<file path="src/rtl/xor_exec_pkg.sv">
// Constants and types shared by the exclusive-OR execution unit
package xor_exec_pkg;
    localparam int unsigned WORD_W        = 14;
    localparam int unsigned DATA_W        = 8;
    localparam int unsigned ADDR_W        = 7;
    localparam int unsigned OPC_HI        = 13;
    localparam int unsigned OPC_LO        = 8;
    localparam int unsigned DEST_BIT      = 7;
    localparam int unsigned LIT_HI        = 7;
    localparam int unsigned ADDR_HI       = 6;
    localparam logic [5:0]  OPC_XOR_LIT   = 6'h3a;
    localparam logic [5:0]  OPC_XOR_FILE  = 6'h06;
    localparam logic [7:0]  ACC_RESET     = 8'h00;
    localparam logic [7:0]  DATA_ZERO     = 8'h00;
    localparam logic [6:0]  ADDR_RESET    = 7'h00;
    localparam logic        DEST_TO_ACC   = 1'b0;
    localparam logic        DEST_TO_FILE  = 1'b1;

    typedef enum logic [3:0] {
        PH_Q1 = 4'b0001,
        PH_Q2 = 4'b0010,
        PH_Q3 = 4'b0100,
        PH_Q4 = 4'b1000
    } phase_type;

    typedef enum logic [2:0] {
        OP_NONE = 3'b001,
        OP_LIT  = 3'b010,
        OP_FILE = 3'b100
    } op_type;
endpackage

</file>
<file path="src/rtl/phase_if.sv">
// Instruction-cycle phase carried from the sequencer to the datapath
`timescale 1ns/1ps
`default_nettype none
interface phase_if;
    import xor_exec_pkg::*;
    phase_type phase;
    modport gen (output phase);
    modport use_side (input phase);
endinterface
`default_nettype wire

</file>
<file path="src/rtl/q_phase_gen.sv">
// Four-phase instruction-cycle sequencer
`timescale 1ns/1ps
`default_nettype none
module q_phase_gen (
    // Clock and reset
    input  wire logic core_clk,
    input  wire logic rst,
    // Phase out
    phase_if.gen      ph
);
    import xor_exec_pkg::*;

    phase_type phase_reg;
    phase_type phase_next;

    always_comb begin
        unique case (phase_reg)
            PH_Q1: phase_next = PH_Q2;
            PH_Q2: phase_next = PH_Q3;
            PH_Q3: phase_next = PH_Q4;
            PH_Q4: phase_next = PH_Q1;
            // Recovers from an upset code instead of locking up
            default: phase_next = PH_Q1;
        endcase
    end

    always_ff @(posedge core_clk or posedge rst) begin
        if (rst) begin
            phase_reg <= PH_Q1;
        end else begin
            phase_reg <= phase_next;
        end
    end

    assign ph.phase = phase_reg;
endmodule
`default_nettype wire

</file>
<file path="src/rtl/exclusive_or_instruction_exec.sv">
// Decode and datapath for the two exclusive-OR instructions
// Summary of operation
// RULE1: opcode 11 1010 with low eight bits as literal is literal XOR
// RULE2: literal form XORs accumulator with the eight-bit literal
// RULE3: literal result goes to accumulator; only zero flag follows the result
// RULE4: opcode 00 0110, then destination bit, then seven-bit file address
// RULE5: file form XORs addressed file register with accumulator, updates zero flag
// RULE6: destination bit 0 writes accumulator, file register untouched
// RULE7: destination bit 1 writes file register, accumulator untouched
// RULE8: one word, one cycle: decode, read, compute, write in Q1..Q4
`timescale 1ns/1ps
`default_nettype none
module exclusive_or_instruction_exec (
    // Clock and reset
    input  wire logic                         core_clk,
    input  wire logic                         rst,
    // Instruction word, sampled in the first phase
    input  wire logic [xor_exec_pkg::WORD_W-1:0] instr_word,
    // Data memory port
    input  wire logic [xor_exec_pkg::DATA_W-1:0] file_rd_data,
    output logic      [xor_exec_pkg::ADDR_W-1:0] file_addr,
    output logic                              file_rd_en,
    output logic                              file_wr_en,
    output logic      [xor_exec_pkg::DATA_W-1:0] file_wr_data,
    // Core state
    output logic      [xor_exec_pkg::DATA_W-1:0] acc_out,
    output logic                              zero_flag,
    output logic                              first_phase,
    output logic                              exec_done
);
    import xor_exec_pkg::*;

    phase_if ph ();

    q_phase_gen u_phase (
        .core_clk (core_clk),
        .rst      (rst),
        .ph       (ph.gen)
    );

    op_type            op_reg,        op_next;
    logic              dest_reg,      dest_next;
    logic [DATA_W-1:0] lit_reg,       lit_next;
    logic [ADDR_W-1:0] addr_reg,      addr_next;
    logic              rd_en_reg,     rd_en_next;
    logic [DATA_W-1:0] operand_reg,   operand_next;
    logic [DATA_W-1:0] result_reg,    result_next;
    logic              wr_en_reg,     wr_en_next;
    logic [DATA_W-1:0] wr_data_reg,   wr_data_next;
    logic [DATA_W-1:0] acc_reg,       acc_next;
    logic              zero_reg,      zero_next;
    logic              first_reg,     first_next;
    logic              done_reg,      done_next;
    logic [5:0]        opcode;

    assign opcode = instr_word[OPC_HI:OPC_LO];

    always_comb begin
        op_next      = op_reg;
        dest_next    = dest_reg;
        lit_next     = lit_reg;
        addr_next    = addr_reg;
        rd_en_next   = 1'b0;
        operand_next = operand_reg;
        result_next  = result_reg;
        wr_en_next   = 1'b0;
        wr_data_next = wr_data_reg;
        acc_next     = acc_reg;
        zero_next    = zero_reg;
        first_next   = (ph.phase == PH_Q4);
        done_next    = 1'b0;
        unique case (ph.phase)
            PH_Q1: begin
                // Decode; any other opcode leaves this unit idle for the cycle
                lit_next  = instr_word[LIT_HI:0];
                dest_next = instr_word[DEST_BIT];
                addr_next = instr_word[ADDR_HI:0];
                if (opcode == OPC_XOR_LIT) begin
                    op_next = OP_LIT; // [RULE1] [RULE8]
                end else if (opcode == OPC_XOR_FILE) begin
                    op_next    = OP_FILE; // [RULE4] [RULE8]
                    rd_en_next = 1'b1;
                end else begin
                    op_next = OP_NONE;
                end
            end
            PH_Q2: begin
                // Memory answers combinationally while the address is held
                operand_next = (op_reg == OP_FILE) ? file_rd_data : lit_reg; // [RULE5] [RULE8]
            end
            PH_Q3: begin
                result_next = acc_reg ^ operand_reg; // [RULE2] [RULE5] [RULE8]
                // Write data has its own flop so it meets memory together with its strobe
                if (op_reg == OP_FILE && dest_reg == DEST_TO_FILE) begin
                    wr_en_next   = 1'b1; // [RULE7]
                    wr_data_next = acc_reg ^ operand_reg;
                end
            end
            PH_Q4: begin
                if (op_reg != OP_NONE) begin
                    zero_next = (result_reg == DATA_ZERO); // [RULE3] [RULE5]
                    done_next = 1'b1;
                    if (op_reg == OP_LIT || dest_reg == DEST_TO_ACC) begin
                        acc_next = result_reg; // [RULE3] [RULE6] [RULE8]
                    end
                end
            end
            default: begin
            end
        endcase
    end

    always_ff @(posedge core_clk or posedge rst) begin
        if (rst) begin
            op_reg      <= OP_NONE;
            dest_reg    <= DEST_TO_ACC;
            lit_reg     <= DATA_ZERO;
            addr_reg    <= ADDR_RESET;
            rd_en_reg   <= 1'b0;
            operand_reg <= DATA_ZERO;
            result_reg  <= DATA_ZERO;
            wr_en_reg   <= 1'b0;
            wr_data_reg <= DATA_ZERO;
            acc_reg     <= ACC_RESET;
            zero_reg    <= 1'b0;
            // High out of reset: the word present after release is taken at once
            first_reg   <= 1'b1;
            done_reg    <= 1'b0;
        end else begin
            op_reg      <= op_next;
            dest_reg    <= dest_next;
            lit_reg     <= lit_next;
            addr_reg    <= addr_next;
            rd_en_reg   <= rd_en_next;
            operand_reg <= operand_next;
            result_reg  <= result_next;
            wr_en_reg   <= wr_en_next;
            wr_data_reg <= wr_data_next;
            acc_reg     <= acc_next;
            zero_reg    <= zero_next;
            first_reg   <= first_next;
            done_reg    <= done_next;
        end
    end

    assign file_addr    = addr_reg;
    assign file_rd_en   = rd_en_reg;
    assign file_wr_en   = wr_en_reg;
    assign file_wr_data = wr_data_reg;
    assign acc_out      = acc_reg;
    assign zero_flag    = zero_reg;
    assign first_phase  = first_reg;
    assign exec_done    = done_reg;
endmodule
`default_nettype wire

</file>
<file path="config.mk">
export PLATFORM = sky130hd
export DESIGN_NAME = exclusive_or_instruction_exec
export DESIGN_NICKNAME = d
export VERILOG_FILES = /design/src/rtl/xor_exec_pkg.sv /design/src/rtl/phase_if.sv /design/src/rtl/q_phase_gen.sv /design/src/rtl/exclusive_or_instruction_exec.sv
export SDC_FILE = /design/constraint.sdc
export NUM_CORES = 1
export LEC_CHECK = 0
export ABC_CLOCK_PERIOD_IN_PS = 5360
export BUFFER_PORTS_ARGS = -buffer_cell sky130_fd_sc_hd__clkbuf_2
export CORE_ASPECT_RATIO = 1.1
export CORE_UTILIZATION = 30
export DETAILED_ROUTE_END_ITERATION = 7
export PLACE_DENSITY_LB_ADDON = 0.2
export SLEW_MARGIN = 20
export SYNTH_ARGS = -nofsm -noshare
export SYNTH_HDL_FRONTEND = slang
export SYNTH_SLANG_ARGS = --single-unit
</file>
<file path="constraint.sdc">
create_clock -name core_clk -period 5.36 [get_ports core_clk]
set_input_delay 0.268 -clock core_clk [delete_from_list [all_inputs] [get_ports core_clk]]
set_output_delay 0.268 -clock core_clk [all_outputs]
set_load 0.01 [all_outputs]
</file>
==> results.txt <==
total grt overflow -> 0
vias in the first global route -> 1377
period utilisation layout -> 0.429
Clock power frac -> 0.350
most common cell after layout, fill and taps aside -> clkbuf_2
drt drc -> 0
vias -> 1329
Area Overhead vs Synth -> 23.3%
Vias per Instance -> 4.58
layout cells sized above 1 -> 0.510
clk sinks -> 52
Synth top area share -> 0.575
I/O pins -> 52
xor and xnor area share after synthesis -> 0.0329
pin count of the biggest net entering global routing -> 53
met3 routed WL -> 179 um
nets -> 231
final design utilization -> 0.392
crit path launch type -> register
post-cts sizing count -> 0
critical path class -> reg2reg
H-tree depth -> 2
Metal-1 WL -> 1.92 mm
Synth warnings -> 0
Simple-Gate Fraction of Synth Area -> 0.0775
Gate power share -> 0.092
Yosys reg bits -> 52
DP Area -> 0.00250 mm2
mean post-synth cell area -> 14.2 um2
Die Ht -> 90.4 um
syn nets -> 174
Cell Int Power -> 0.599 mW
WL per Instance -> 14.2 um
CTS tree -> built
unrepaired setup endpoints after global routing -> false
FMAX -> 0.435 GHz
Fin. Hold Viols -> 0
Cell variety after synth -> 25
power per cell area -> 302 mW/mm2
sw power -> 0.193 mW
highest metal used -> met4
Setup Viol. Count Final -> 0
Worst IR Drop VDD -> 0.134 mV
setup TNS -> 0 ns
fin crit period -> 2.30 ns
setup bufs post-CTS -> 0
Synth area leader -> dfrtp_1
crit path capture type -> register
mux share of post-synthesis cell area -> 0.217
P_leak -> 1.25 nW
Post-Syn Area -> 0.00213 mm2
# rows -> 31
Seq/Total Area, Yosys -> 0.612
CTS root buf -> clkbuf_8
outcome -> finished clean
n_diodes -> 0
hold_ws -> 0.103 ns
CP Data Arrival Time -> 2.50 ns
Post-CTS Hold Fix Bufs -> 0
final wirelength -> 4.12 mm
global-route wire length before repair -> 6.96 mm
top cells by area, synth -> dfrtp_1 (58%), mux2_2 (17%), mux2i_1 (4.2%)
I/O Buffers -> 51
Post-DP HPWL -> 2.89 mm
FF-to-FF path depth -> 3
initial antenna violation count -> 0
Clk Latency, worst-skew pair -> 0.31 ns
Sw Ratio -> 0.244
crit path max fanout -> 9
Final Power -> 0.793 mW
die area -> 0.00745 mm2
Min-Delay Path Class -> in2async
largest family of logic cells by synthesized area -> multiplexers
compound-cell area share of the yosys netlist -> 0.0417
core box area -> 0.00671 mm2
Setup Skew -> 0.00755 ns
Slew HR -> 0.357
Iteration-0 DRC Markers -> 36
drt pass-1 iters -> 4
Starting Density -> 0.318
Max Cap Viol -> 0
clock buffer depth -> 2
total CTS buffers -> 5
post-route ant nets -> 0
actual slew at the worst max-slew pin -> 0.960 ns
overall routing resource usage -> 0.126
Seq pwr share -> 0.558
Slew Limit Fails -> 0
synthesized instance count -> 150
Final GP Congestion -> 0.654
most frequent cells in the layout -> clkbuf_2 (51), dfrtp_1 (49), mux2_2 (33)
clock slew at reported path FFs -> 0.09 ns
adder-cell area share of the yosys netlist -> 0
Die Width -> 82.4 um
Detail Route met2 WL -> 1.94 mm
worst path required time -> 5.56 ns
reg2reg setup slack -> 3.06 ns
Filler Cells Inserted -> 670
Final Cell Area -> 0.00263 mm2
## area by class of cell
class / count / area [um2] / share of cell area
clock buffers: 5 / 68.8 / 0.0262
clock inverters: 3 / 46.3 / 0.0176
inverters: 6 / 22.5 / 0.00857
multi-input cells: 88 / 806 / 0.307
flip-flops and latches: 52 / 1310 / 0.496
well taps: 82 / 103 / 0.0390
repair buffers: 54 / 278 / 0.106
## final timing paths
kind,to,from
hold reg to reg,file_wr_data[5],file_wr_data[5]
max in group asynchronous,result_reg[4],rst
setup reg to reg,file_wr_data[6],op_reg[0]
setup / recovery,file_wr_data[6],op_reg[0]
min in group core_clk,lit_reg[6],instr_word[6]
hold / removal,exec_done,rst
## cell usage after synthesis, drive strengths merged
library cell  instances
a21oi                 9
a221oi                1
and3                  1
and4b                 1
buf                   3
clkbuf                1
dfrtp                49
dfstp                 3
inv                   6
mux2                 33
mux2i                 9
nand2                 1
nand3                 2
nor2                  9
nor2b                 1
nor3                  1
nor3b                 1
nor4                  2
nor4b                 4
o21ai                 2
o21bai                1
or3b                  1
or4b                  1
xor2                  8
## power by group through the flow
stage / clock network, mW / logic (mW) / registers, mW
floorplan: 0 / 0.0406 / 0.449
global placement: 0 / 0.0750 / 0.450
detailed placement: 0 / 0.0753 / 0.451
CTS: 0.286 / 0.0756 / 0.443
global route: 0.301 / 0.0827 / 0.447
finish: 0.277 / 0.0733 / 0.442
## routing by layer
metal  global-route usage  up-vias
li1                     -      641
met5                    0        -
met2                0.189       39
met4               0.0482        0
met3               0.0313        5
met1                0.173      644
## cell families after synthesis
group                     count (synthesis)
xor gates and xnor gates                  8
and+or+nand+nor                          25
muxes                                    42
buffers and inverters                    10
DFF                                      52
AOI/OAI and AO/OA                        13
## critical path: stages (launching register included)
cell	delay, ns
dfstp_2	0.41
nor3b_2	0.79
nand3_1	0.56
mux2_2	0.43
## metrics by stage
stage	instances	setup slack [ns]
6_report	290	3.06
5_1_grt	290	2.87
4_1_cts	290	2.66
3_5_place_dp	282	2.71
3_3_place_gp	282	2.79
2_1_floorplan	150	3.57
Note: power is estimated with default switching activity, not from simulation.
